===== config.mk =====
export PLATFORM = sky130hd
export DESIGN_NAME = pmg_guard
export DESIGN_NICKNAME = d
export VERILOG_FILES = /design/src/logic/pmg_pkg.sv /design/src/logic/pmg_guard.sv
export VERILOG_INCLUDE_DIRS = /design/src /design/src/logic
export SDC_FILE = /design/constraint.sdc
export NUM_CORES = 1
export LEC_CHECK = 0
export ABC_CLOCK_PERIOD_IN_PS = 1700
export BUFFER_PORTS_ARGS = -buffer_cell sky130_fd_sc_hd__buf_2
export CAP_MARGIN = 10
export CORE_MARGIN = 5
export CORE_UTILIZATION = 44
export DETAILED_ROUTE_END_ITERATION = 6
export GPL_TIMING_DRIVEN = 0
export PLACE_DENSITY = 0.76
export SYNTH_ARGS = -nofsm -noshare
export SYNTH_HDL_FRONTEND = slang
export SYNTH_SLANG_ARGS = --single-unit

===== constraint.sdc =====
create_clock -name i_clk -period 1.7 [get_ports i_clk]
set_input_delay 0.255 -clock i_clk [delete_from_list [all_inputs] [get_ports i_clk]]
set_output_delay 0.255 -clock i_clk [all_outputs]
set_load 0.02 [all_outputs]

===== src/logic/pmg_regs.svh =====
`ifndef PMG_REGS_SVH
`define PMG_REGS_SVH
// program memory geometry (word addresses)
`define PMG_ADDR_W      24
`define PMG_PAGE_SHIFT  9
`define PMG_PAGE_W      7
`define PMG_LAST_PAGE   7'h7f
`define PMG_ADDR_ZERO   24'h000000
// configuration word field positions
`define PMG_CFG_W       11
`define PMG_B_RDPROT    10
`define PMG_B_WRPROT    9
`define PMG_B_SEGDIS    8
`define PMG_B_BOUND     7
`define PMG_B_LASTPG    6
`define PMG_B_PAGE_HI   6
// erased (unprogrammed) configuration value: every bit high
`define PMG_CFG_RESET   11'h7ff
// active levels: programmed bits read low
`define PMG_PROG        1'b0
`endif


===== src/logic/pmg_pkg.sv =====
package pmg_pkg;
	typedef struct packed {
		logic       valid;
		logic       external;
		logic       is_write;
		logic [23:0] addr;
	} pmg_req_t;
	typedef struct packed {
		logic general_read_protect;
		logic general_write_protect;
		logic segment_protect_disable;
		logic segment_boundary_select;
		logic last_page_protect;
		logic [6:0] segment_page_select;
	} pmg_cfg_t;
	typedef enum logic [1:0] {
		PMG_EMPTY,
		PMG_ACTIVE,
		PMG_FAULT
	} pmg_state_t;
endpackage


===== src/logic/pmg_guard.sv =====
// How it works
// read-protect blocks all external accesses
// write-protect low blocks internal writes, erases
// segment hit drops the safety interlock
// segment protection only adds protection
// segment disable low enables segment protection
// selected 512-word page always protected
// bottom boundary: zero through selected page
// top boundary: selected page through end
// last page protect adds configuration page
// complementary shadow compared every cycle
// shadow mismatch forces a device reset
// configuration loaded from stored configuration words
// refused request flagged, memory untouched
`timescale 1ns/100ps
`include "pmg_regs.svh"
module pmg_guard
	import pmg_pkg::*;
(
	input  wire logic                   i_clk,
	input  wire logic                   i_resetn,
	input  wire logic                   i_cfg_load,
	input  wire logic [`PMG_CFG_W-1:0]  i_cfg_word,
	input  wire logic                   i_req_valid,
	input  wire logic                   i_req_external,
	input  wire logic                   i_req_write,
	input  wire logic [`PMG_ADDR_W-1:0] i_req_addr,
	output logic                        o_grant,
	output logic                        o_refuse,
	output logic                        o_interlock_en,
	output logic                        o_cfg_valid,
	output logic                        o_device_reset
);
	pmg_cfg_t   cfg_q;
	pmg_cfg_t   shadow_q;
	pmg_state_t state_q;
	pmg_state_t state_d;
	logic       grant_q;
	logic       refuse_q;
	logic       ilock_q;
	logic       rst_q;
	logic       cfg_valid_q;

	function automatic pmg_cfg_t unpack_cfg(input logic [`PMG_CFG_W-1:0] w);
		pmg_cfg_t c;
		c.general_read_protect    = w[`PMG_B_RDPROT];
		c.general_write_protect   = w[`PMG_B_WRPROT];
		c.segment_protect_disable = w[`PMG_B_SEGDIS];
		c.segment_boundary_select = w[`PMG_B_BOUND];
		c.last_page_protect       = w[`PMG_B_LASTPG];
		c.segment_page_select     = w[`PMG_B_PAGE_HI:0];
		return c;
	endfunction

	wire pmg_req_t req = '{valid: i_req_valid, external: i_req_external,
		is_write: i_req_write, addr: i_req_addr};
	wire logic [`PMG_PAGE_W-1:0] page = req.addr[`PMG_PAGE_SHIFT +: `PMG_PAGE_W];
	wire logic active = (state_q == PMG_ACTIVE);

	// shadow comparison
	wire logic mismatch = active && ((cfg_q ^ shadow_q) != '1);

	// segment enable
	wire logic seg_en = (cfg_q.segment_protect_disable == `PMG_PROG);
	// bottom range includes page
	wire logic in_low = (page <= cfg_q.segment_page_select);
	// top range includes page
	wire logic in_high = (page >= cfg_q.segment_page_select);
	// configuration page
	wire logic in_last = (cfg_q.last_page_protect == `PMG_PROG) && (page == `PMG_LAST_PAGE);
	// page itself inclusive in both
	wire logic seg_hit = seg_en && (cfg_q.segment_boundary_select ? in_high
		: (in_low || in_last));

	// external block
	wire logic ext_block = req.external && (cfg_q.general_read_protect == `PMG_PROG);
	// internal write block
	wire logic gen_wr_block = !req.external && req.is_write
		&& (cfg_q.general_write_protect == `PMG_PROG);
	// segment blocks writes only
	wire logic seg_block = req.is_write && seg_hit;
	// protections combine by or
	wire logic blocked = !active || ext_block || gen_wr_block || seg_block;

	always_comb begin
		state_d = state_q;
		unique case (state_q)
			PMG_EMPTY:  if (i_cfg_load) state_d = PMG_ACTIVE;
			PMG_ACTIVE: if (mismatch) state_d = PMG_FAULT;
			PMG_FAULT:  state_d = PMG_FAULT;
			// a corrupted state code is treated as a fault
			default:    state_d = PMG_FAULT;
		endcase
	end

	// load from stored words
	always_ff @(posedge i_clk or negedge i_resetn) begin
		if (!i_resetn) begin
			// erased value: every field high, shadow its inverse
			cfg_q    <= '1;
			shadow_q <= '0;
		end else if (i_cfg_load && state_q == PMG_EMPTY) begin
			cfg_q    <= unpack_cfg(i_cfg_word);
			shadow_q <= ~unpack_cfg(i_cfg_word);
		end
	end

	always_ff @(posedge i_clk or negedge i_resetn) begin
		if (!i_resetn) begin
			state_q  <= PMG_EMPTY;
			grant_q  <= 1'b0;
			refuse_q <= 1'b0;
			ilock_q  <= 1'b0;
			rst_q    <= 1'b0;
			cfg_valid_q <= 1'b0;
		end else begin
			state_q  <= state_d;
			// per-request refusal
			grant_q  <= req.valid && !blocked;
			refuse_q <= req.valid && blocked;
			// interlock dropped on refusal
			ilock_q  <= req.valid && req.is_write && !blocked;
			// parity error resets device
			rst_q    <= (state_d == PMG_FAULT);
			// loaded and healthy
			cfg_valid_q <= (state_d == PMG_ACTIVE);
		end
	end

	assign o_grant        = grant_q;
	assign o_refuse       = refuse_q;
	assign o_interlock_en = ilock_q;
	assign o_cfg_valid    = cfg_valid_q;
	assign o_device_reset = rst_q;
endmodule // pmg_guard


==> results of run 1 <==
==> cell usage in the layout, fill, tap and decap left out <==
cell type,Yosys,layout
nor4_1,2,1
nand3_1,2,2
a21o_1,2,2
buf_2,2,30
nand3b_1,1,1
nand4_1,1,1
mux2_2,2,2
bufinv_16,0,1
or2_1,1,1
mux2_1,3,3
ha_4,0,5
dlygate4sd3_1,0,1
buf_4,0,3
nor4_2,0,1
dfstp_2,11,11
inv_2,0,4
o2111ai_1,1,1
ha_1,7,2
a21oi_1,15,14
nor2_1,15,15
a21oi_2,0,1
dfrtp_1,18,18
clkbuf_4,0,5
clkbuf_1,2,3
nor3_1,1,1
and2_1,1,1
and4_1,2,2
o211a_1,1,1
nor3b_1,2,2
nand2_1,8,8
o21ai_0,8,8
inv_1,8,4
clkbuf_8,0,1
nor4b_2,1,1
nor2b_1,2,2
xnor2_1,11,11
a21boi_2,0,1
and4b_1,1,1
==> metal layers <==
metal	track usage [%]	share of wire, %	vias to the layer above
met5	0	0	-
met4	6.09	1.6	0
met3	4.59	5.4	6
met2	24.2	50	25
met1	18.3	43	508
li1	-	-	534
==> per-stage QoR <==
stage | setup slack [ns] | area [um2] | cells | power, uW
global placement | -0.147 | 1640 | 204 | 1940
finish | -0.153 | 1780 | 216 | 2630
floorplan | -0.0698 | 1450 | 132 | 1770
CTS | -0.167 | 1760 | 215 | 2610
global route | -0.223 | 1780 | 216 | 2840
detailed placement | -0.187 | 1640 | 204 | 2000
==> flip-flops by register name, summed over array words and instances, names as in the netlist <==
register,flops
state_q,2
cfg_q,11
o_device_reset,1
o_interlock_en,1
o_grant,1
shadow_q,11
o_cfg_valid,1
o_refuse,1
==> kinds of logic (layout without fill, tap and decap cells) <==
logic type,after synthesis,in the layout,share of synthesized area (%)
xor+xnor,11,11,6.91
simple gates,40,40,15.1
mux,5,5,4.04
flops,29,29,53.1
compound gates,28,28,11.2
fa+ha+maj,7,7,6.28
buf+inv,12,52,3.41
==> power by group <==
part | internal, uW | switching, uW | leakage [uW]
sequential | 1010 | 186 | 0.000321
combinational | 462 | 402 | 0.000390
clock | 351 | 223 | 0.0000455
==> worst max-delay path, stage by stage (launching register included) <==
cell,delay (ns)
dfstp_2,0.55
inv_2,0.05
ha_4,0.21
and4_1,0.20
a21boi_2,0.16
or2_1,0.21
o211a_1,0.24
and2_1,0.14
==> synth_stat cells, types with 2 or more instances <==
| cell type | instances | area [um2] |
|---|---|---|
| nor2b_1 | 2 | 12.5 |
| xnor2_1 | 11 | 96.3 |
| a21oi_1 | 15 | 75.1 |
| nor4_1 | 2 | 12.5 |
| nor3b_1 | 2 | 15.0 |
| and4_1 | 2 | 17.5 |
| a21o_1 | 2 | 15.0 |
| nand3_1 | 2 | 10.0 |
| ha_1 | 7 | 87.6 |
| inv_1 | 8 | 30.0 |
| clkbuf_1 | 2 | 7.51 |
| buf_2 | 2 | 10.0 |
| mux2_2 | 2 | 22.5 |
| nand2_1 | 8 | 30.0 |
| dfrtp_1 | 18 | 450 |
| o21ai_0 | 8 | 40.0 |
| nor2_1 | 15 | 56.3 |
| dfstp_2 | 11 | 289 |
| mux2_1 | 3 | 33.8 |
==> final timing paths <==
| kind | slack, ns | depth (start not counted) | to | startpoint |
|---|---|---|---|---|
| worst max-delay path | -0.15 | 7 | o_refuse | cfg_q[7] |
| worst min-delay path | 0.10 | 2 | shadow_q[4] | i_cfg_word[4] |
| worst max register to register | -0.15 | 7 | o_refuse | cfg_q[7] |
| worst min register to register | 0.53 | 2 | cfg_q[1] | cfg_q[1] |
| max in group asynchronous | 0.81 | 2 | shadow_q[11] | i_resetn |
| min in group asynchronous | 0.48 | 2 | shadow_q[4] | i_resetn |
==> what timing repair did <==
action / in CTS / in global routing
setup endpoints to repair: 3 / 4
hold buffers: 1 / 0
hold endpoints to repair: 18 / 0
pin swaps: 2 / 0
gates resized for setup: 1 / 2
setup buffers: 2 / 1
==> area by class of cell <==
| cell class | instances | area, um2 | area share (%) |
|---|---|---|---|
| Buffer | 4 | 17.5 | 0.982 |
| Clock buffer | 7 | 55.1 | 3.09 |
| Clock inverter | 1 | 30.0 | 1.68 |
| Inverter | 8 | 30.0 | 1.68 |
| Multi-Input combinational cell | 91 | 683 | 38.3 |
| Sequential cell | 29 | 739 | 41.5 |
| Tap cell | 44 | 55.1 | 3.09 |
| Timing Repair Buffer | 32 | 173 | 9.68 |
==> flow_metrics.tcl, run 1 <==
set metrics [dict create \
    drt-total-wl_um 2880 \
    drt_drc_violations_left 0 \
    io_pins 46 \
    synth_area_mm2 0.00139 \
    finClkSkew_ns 0.00882 \
    root_buffer "clkbuf_4" \
    peakVddDrop_v 0.000790 \
    status "finished, violations left" \
    dieArea_mm2 0.00439 \
    die_w_um 66.3 \
    min_period_over_period_pct 109 \
    viasPerCell 4.97 \
    nets 219 \
    synthesis.nets 180 \
    maxSlewViolCount 0 \
    clock_sinks 29 \
    insertion_delay_ns 0.32 \
    grt_first_pass_wirelength_um 4840 \
    startpoint_type "flip-flop" \
    synth.yosys.seq_area_share_pct 53.1 \
    fin_crit_ns 1.85 \
    htree_levels 2 \
    syn_area_per_cell_um2 10.6 \
    antenna_cells 0 \
    final_layout_size_suffix_gt1_share_pct 38.4 \
    violations "setup timing" \
    grt_max_degree 30 \
    criticalPathCategory "flip-flop to flip-flop" \
    hp-class "input port to flip-flop" \
    numCtsBuffers 5 \
    place_hpwl_um 2230 \
    avgRoutedWirePerCell_um 13.3 \
    layout_setup_ws_ns -0.153 \
    p_leak_uw 0.000757 \
    synth-async-reset-ratio_pct 100 \
    grt_overflow 0 \
    die_h_um 66.3 \
    setup_tns_ns -0.283 \
    gp_congestion 0.738 \
    clk_pin_slew_ns 0.09 \
    start_util_pct 45.7 \
    grt_util_all_layers_pct 14.9 \
    synthToLayoutAreaGrowth_pct 27.9 \
    rsz0062_at_grt "true" \
    core_area_mm2 0.00305 \
    timing.fmax_mhz 540 \
    synth.distinct_cells 29 \
    dr_total_vias 1073 \
    crit_required_ns 1.92 \
    hold_ws_ns 0.104 \
    fill_cells 276 \
    portBuffers 28 \
    grt_pass1_vias 1098 \
    p_per_area_mw_per_mm2 1480 \
    worst_slew_pin_slew_ns 0.616 \
    rows 20 \
    ys.flop_type "dfrtp_1" \
    antenna_found_initial 0 \
    max-slew-margin-rel_pct 58.9 \
    cts_max_path_buffers 2 \
    path_max_fanout 3 \
    crit_arrival_ns 2.07 \
    synth-seq-cells 29 \
    synth-warning-count 0 \
    hold_viol 0 \
    netlist_instances 132 \
    drt-initial-drc-count 26 \
    endpoint_kind "flip-flop" \
    drt-pass1-iter-count 4 \
    cts_tree "yes" \
    maxCapViolCount 0 \
    postRouteAntennaNets 0 \
    final_util_pct 58.4 \
    setup_viol 3 \
    synth-edff-count 0 \
]
Note: power is estimated with default switching activity, not from simulation.
==> inputs of run 2 (changes only) <==
Settings changed: MAX_ROUTING_LAYER set to met4, RECOVER_POWER set to 25.
==> run 2 against run 1 <==
  * The flow still finishes with violations (setup timing)
  * First-iteration DRC count shrank 19%
  * Die area did not move
  * Sequential share of layout area is the same
  * Cell area stayed put
  * Cell count unchanged
  * Register-to-register slack about the same
  * Count of clock-buffer cells in the layout stayed put
  * Wire length decreased by 0.35%
  * Hold slack unchanged
  * Critical path depth did not move
  * Power barely moved
  * Critical path type unchanged
  * Critical endpoint unchanged
  * Largest cell class unchanged
  * Highest routed layer unchanged
==> flow_metrics.tcl, run 2 (synthesis gave the netlist of run 1 again) <==
set metrics [dict create \
    maxCapViolCount 0 \
    path_max_fanout 3 \
    finClkSkew_ns 0.00877 \
    r2r-end "o_refuse" \
    start_util_pct 45.7 \
    p_leak_uw 0.000757 \
    root_buffer "clkbuf_4" \
    dp_slack_ns -0.187 \
    slowest_stage "dfstp_2" \
    hp-class "input port to flip-flop" \
    grt_first_pass_wirelength_um 4840 \
    cpPeakStageDelay_ns 0.55 \
    antenna_found_initial 0 \
    die_w_um 66.3 \
    antenna_cells 0 \
    portBuffers 28 \
    crit_arrival_ns 2.07 \
    core_area_mm2 0.00305 \
    endpoint_kind "flip-flop" \
    wl_met3_um 149 \
    htree_levels 2 \
    regArea_um2 739 \
    hold_viol 0 \
    drt-total-wl_um 2870 \
    seqPwrFrac_pct 45.4 \
    synthToLayoutAreaGrowth_pct 27.9 \
    wl_met2_um 1440 \
    startpoint "cfg_q[7]" \
    grt_max_degree 30 \
    clock_sinks 29 \
    avgRoutedWirePerCell_um 13.3 \
    rsz0062_at_grt "true" \
    clk_pin_slew_ns 0.09 \
    io_pins 46 \
    die_h_um 66.3 \
    p_int_uw 1820 \
    max-slew-margin-rel_pct 54.6 \
    fin_crit_ns 1.85 \
    power_frac_comb_pct 32.8 \
    drt-initial-drc-count 21 \
    dieArea_mm2 0.00439 \
    status "finished, violations left" \
    layout_common_cells "buf_2, dfrtp_1, nor2_1" \
    startpoint_type "flip-flop" \
    postLayoutCellArea_mm2 0.00178 \
    power_switching_uw 810 \
    fill_cells 276 \
    wl_met1_um 1230 \
    multi_input_area_um2 683 \
    setup_viol 3 \
    grt_pass1_vias 1098 \
    drt-pass1-iter-count 4 \
    worstPathCellList "inv_2 > ha_4 > and4_1 > a21boi_2 > or2_1 > o211a_1 > and2_1" \
    insertion_delay_ns 0.32 \
    power.total_uw 2630 \
    dpl.cell_count 204 \
    crit_end "o_refuse" \
    cts_tree "yes" \
    drt_drc_violations_left 0 \
    numCtsBuffers 5 \
    r2r-start "cfg_q[7]" \
    rr_worst_depth 7 \
    final_cell_count_no_fill 216 \
    grt_util_all_layers_pct 15.3 \
    viasPerCell 4.97 \
    criticalPathCategory "flip-flop to flip-flop" \
    crit_required_ns 1.92 \
    place_hpwl_um 2230 \
    mostFrequentLayoutCell "buf_2" \
    violations "setup timing" \
    postPlaceCellArea_mm2 0.00164 \
    clkPwrFrac_pct 21.8 \
    layout_setup_ws_ns -0.153 \
    p_per_area_mw_per_mm2 1480 \
    rows 20 \
    peakVddDrop_v 0.000790 \
    final_util_pct 58.4 \
    timing.fmax_mhz 540 \
    switching_share_pct 30.8 \
    top_layer_used "met4" \
    reg.largest.list "cfg_q: 11 flops, shadow_q: 11 flops, state_q: 2 flops" \
    gp_congestion 0.747 \
    grt_overflow 0 \
    worst_slew_pin_slew_ns 0.681 \
    maxSlewViolCount 0 \
    final_layout_size_suffix_gt1_share_pct 38.4 \
    postRouteAntennaNets 0 \
    dr_total_vias 1074 \
    min_period_over_period_pct 109 \
    cts_max_path_buffers 2 \
    nets 219 \
    reg2reg_slack_ns -0.15 \
]
[run 2: cell types whose count changed in the layout (fill, tap and decap cells not counted), sizes merged]
cell	delta
buf	-1
clkbuf	+1
[run 2: worst min path at each step]
stage                     cells after the start          start     endpoint  slack [ns]
after CTS                                     2  i_cfg_word[5]  shadow_q[5]         0.1
final                                         2  i_cfg_word[4]  shadow_q[4]        0.10
after global placement                        1       i_resetn  shadow_q[4]        0.29
after floorplan                               0       i_resetn  o_cfg_valid       -0.04
after global routing                          2  i_cfg_word[4]  shadow_q[4]        0.08
after detailed placement                      1       i_resetn  shadow_q[1]        0.30
[run 2: layer usage]
layer | vias to the layer above | global-route usage (%)
li1 | 534 | -
met1 | 509 | 18.2
met2 | 25 | 24.3
met3 | 6 | 4.42
met4 | 0 | 6.09
met5 | - | -
[run 2: what timing repair did]
item / in CTS / in global routing
setup buffers: 2 / 1
gates resized for setup: 1 / 2
hold buffers: 1 / 0
hold endpoints to repair: 18 / 0
pin swaps: 2 / 0
setup endpoints to repair: 3 / 4
[run 2: area by class of cell]
type                    instances  area share [%]
flip-flops and latches         29            41.5
multi-input cells              91            38.3
repair buffers                 32            9.68
clock buffers                   7            3.09
well taps                      44            3.09
clock inverters                 1            1.68
inverters                       8            1.68
plain buffers                   4           0.982
[run 2: critical path, delay by kind of cell, from the launching register on]
kind	cells	cell delay [ns]
AO/OA/AOI/OAI	2	0.40
adder cells (fa/ha/maj)	1	0.21
buffers and inverters	1	0.05
flip-flops	1	0.55
AND/OR/NAND/NOR	3	0.55
[run 2: power by group through the flow]
stage	clock network (uW)	registers, uW	logic, uW
global placement	0	1210	734
CTS	591	1200	823
finish	573	1200	864
global route	622	1230	984
detailed placement	0	1220	778
floorplan	0	1180	595
[run 2: per-stage QoR]
| stage | TNS [ns] | hold WS (ns) |
|---|---|---|
| floorplan | -0.0698 | -0.0406 |
| global placement | -0.276 | 0.291 |
| detailed placement | -0.390 | 0.304 |
| CTS | -0.332 | 0.0958 |
| global route | -0.522 | 0.0844 |
| finish | -0.283 | 0.104 |
==> inputs of run 3 (changes only) <==
Settings changed: ABC_CLOCK_PERIOD_IN_PS 1700 to 2100, CORE_UTILIZATION 44 to 49, PLACE_DENSITY 0.76 to 0.8.
Clock period 1.7 ns to 2.1 ns, I/O delays scaled along.
==> run 3 against run 2 <==
  * The flow finishes with violations (capacitance limit)
  * Clock power shrank 17%
  * Worst setup slack improved by 0.27 ns
  * Maximum frequency decreased by 6.4%
  * Sequential power down 19%
  * Die area down 8.7%
  * Critical path depth unchanged
  * Core utilization grew 2.2 points
  * First-iteration DRC count is 9.5% lower
  * Count of clock-buffer cells in the layout unchanged
==> flow_metrics.tcl, run 3 (synthesis gave the netlist of run 1 again) <==
set metrics [dict create \
    antenna_found_initial 0 \
    grtUsageMet1_pct 18.2 \
    clk_pin_slew_ns 0.09 \
    worstPathCellList "inv_1 > ha_1 > and4_1 > a21boi_1 > or2_1 > o211a_1 > and2_1" \
    drt-pass1-iter-count 4 \
    max-slew-margin-rel_pct 0.816 \
    htree_levels 2 \
    rsz0062_at_grt "false" \
    insertion_delay_ns 0.33 \
    switching_share_pct 30.4 \
    violations "capacitance limit" \
    gr-usage-met2_pct 25.5 \
    gp_congestion 0.790 \
    layout_common_cells "buf_2, dfrtp_1, nor2_1, a21oi_1" \
    grt_use_met3_pct 6.93 \
    startpoint_type "flip-flop" \
    grt_pass1_vias 1063 \
    drt-total-wl_um 2830 \
    fill_cells 248 \
    hold_viol 0 \
    clkPwrFrac_pct 23.4 \
    cpPeakStageDelay_ns 0.55 \
    drt-initial-drc-count 19 \
    drt_drc_violations_left 0 \
    power_frac_comb_pct 28.5 \
    p_int_uw 1410 \
    dr_total_vias 1049 \
    maxSlewViolCount 0 \
    crit_required_ns 2.32 \
    rows 19 \
    final_layout_size_suffix_gt1_share_pct 29.8 \
    setup_tns_ns 0 \
    p_per_area_mw_per_mm2 1220 \
    postRouteAntennaNets 0 \
    numCtsBuffers 5 \
    die_h_um 63.3 \
    p_leak_uw 0.000737 \
    timing.fmax_mhz 505 \
    final_util_pct 60.6 \
    dieArea_mm2 0.00401 \
    io_pins 46 \
    cts_max_path_buffers 2 \
    avgRoutedWirePerCell_um 14.2 \
    grt_util_all_layers_pct 16.3 \
    finClkSkew_ns 0.00481 \
    cts_hold_buf 0 \
    endpoint_kind "flip-flop" \
    power_switching_uw 616 \
    setup_viol 0 \
    min_period_over_period_pct 94.3 \
    path_max_fanout 3 \
    grt_overflow 0 \
    crit_arrival_ns 2.20 \
    seqPwrFrac_pct 48.1 \
    grt_first_pass_wirelength_um 4800 \
    fin_crit_ns 1.98 \
    die_w_um 63.3 \
    antenna_cells 0 \
    clock_sinks 29 \
    synthToLayoutAreaGrowth_pct 18.9 \
    mostFrequentLayoutCell "buf_2" \
    maxCapViolCount 1 \
    core_area_mm2 0.00273 \
    power.total_uw 2020 \
    start_util_pct 51.0 \
    nets 215 \
    viasPerCell 5.27 \
    grt_max_degree 30 \
    cts_resized 0 \
    slowest_stage "dfstp_2" \
    root_buffer "clkbuf_4" \
    cts_tree "yes" \
    peakVddDrop_v 0.000845 \
    status "finished, violations left" \
    portBuffers 28 \
    hp-class "input port to flip-flop" \
    grt-busiest-layer "met2" \
    place_hpwl_um 2240 \
    reg.largest.list "cfg_q: 11 flops, shadow_q: 11 flops, state_q: 2 flops" \
    criticalPathCategory "flip-flop to flip-flop" \
    postCtsSetupRepairBufs 0 \
    worst_slew_pin_slew_ns 1.49 \
]
==> run 3: final timing paths <==
check | from | to | slack [ns] | cells after the start
min in group asynchronous | i_resetn | shadow_q[5] | 0.33 | 1
worst min-delay path | i_cfg_word[1] | shadow_q[1] | 0.16 | 2
worst max register to register | cfg_q[5] | o_refuse | 0.12 | 7
max in group asynchronous | i_resetn | shadow_q[0] | 0.90 | 1
worst min register to register | state_q[1] | o_device_reset | 0.54 | 1
worst max-delay path | cfg_q[5] | o_refuse | 0.12 | 7
==> run 3: metal layers <==
metal	routed length, um	up-vias	share of wire [%]
met5	0	-	0
met4	78	0	2.8
met3	154	6	5.5
met2	1410	25	50
met1	1180	497	42
li1	-	521	-
==> run 3: power by group through the flow <==
stage	clock network, uW	registers (uW)	logic [uW]
after floorplan	0	947	446
after global placement	0	967	551
after detailed placement	0	989	582
after CTS	484	977	588
after global routing	512	1000	669
final	473	972	577
==> run 3: area by class of cell <==
cell class                      instances  area (um2)  area share, %
Timing Repair Buffer                   28         139           8.38
Clock inverter                          1        30.0           1.81
Inverter                                8        30.0           1.81
Multi-Input combinational cell         91         607           36.6
Sequential cell                        29         739           44.6
Tap cell                               31        38.8           2.34
Clock buffer                            7        55.1           3.32
Buffer                                  4        17.5           1.06
==> run 3: stage by stage <==
step                std cells  setup slack (ns)  cell area [um2]  hold slack (ns)
finish                    199             0.120             1660            0.156
global route              199            0.0128             1660            0.140
CTS                       199             0.112             1660          0.00411
detailed placement        191             0.126             1570            0.367
global placement          191             0.168             1570            0.344
floorplan                 132             0.240             1390           0.0194
==> run 3: critical path: cells and delay by family, from the launching register on <==
| family | cells | cell delay, ns |
|---|---|---|
| simple gates | 3 | 0.61 |
| flops | 1 | 0.55 |
| buf+inv | 1 | 0.06 |
| fa+ha+maj | 1 | 0.28 |
| compound gates | 2 | 0.39 |
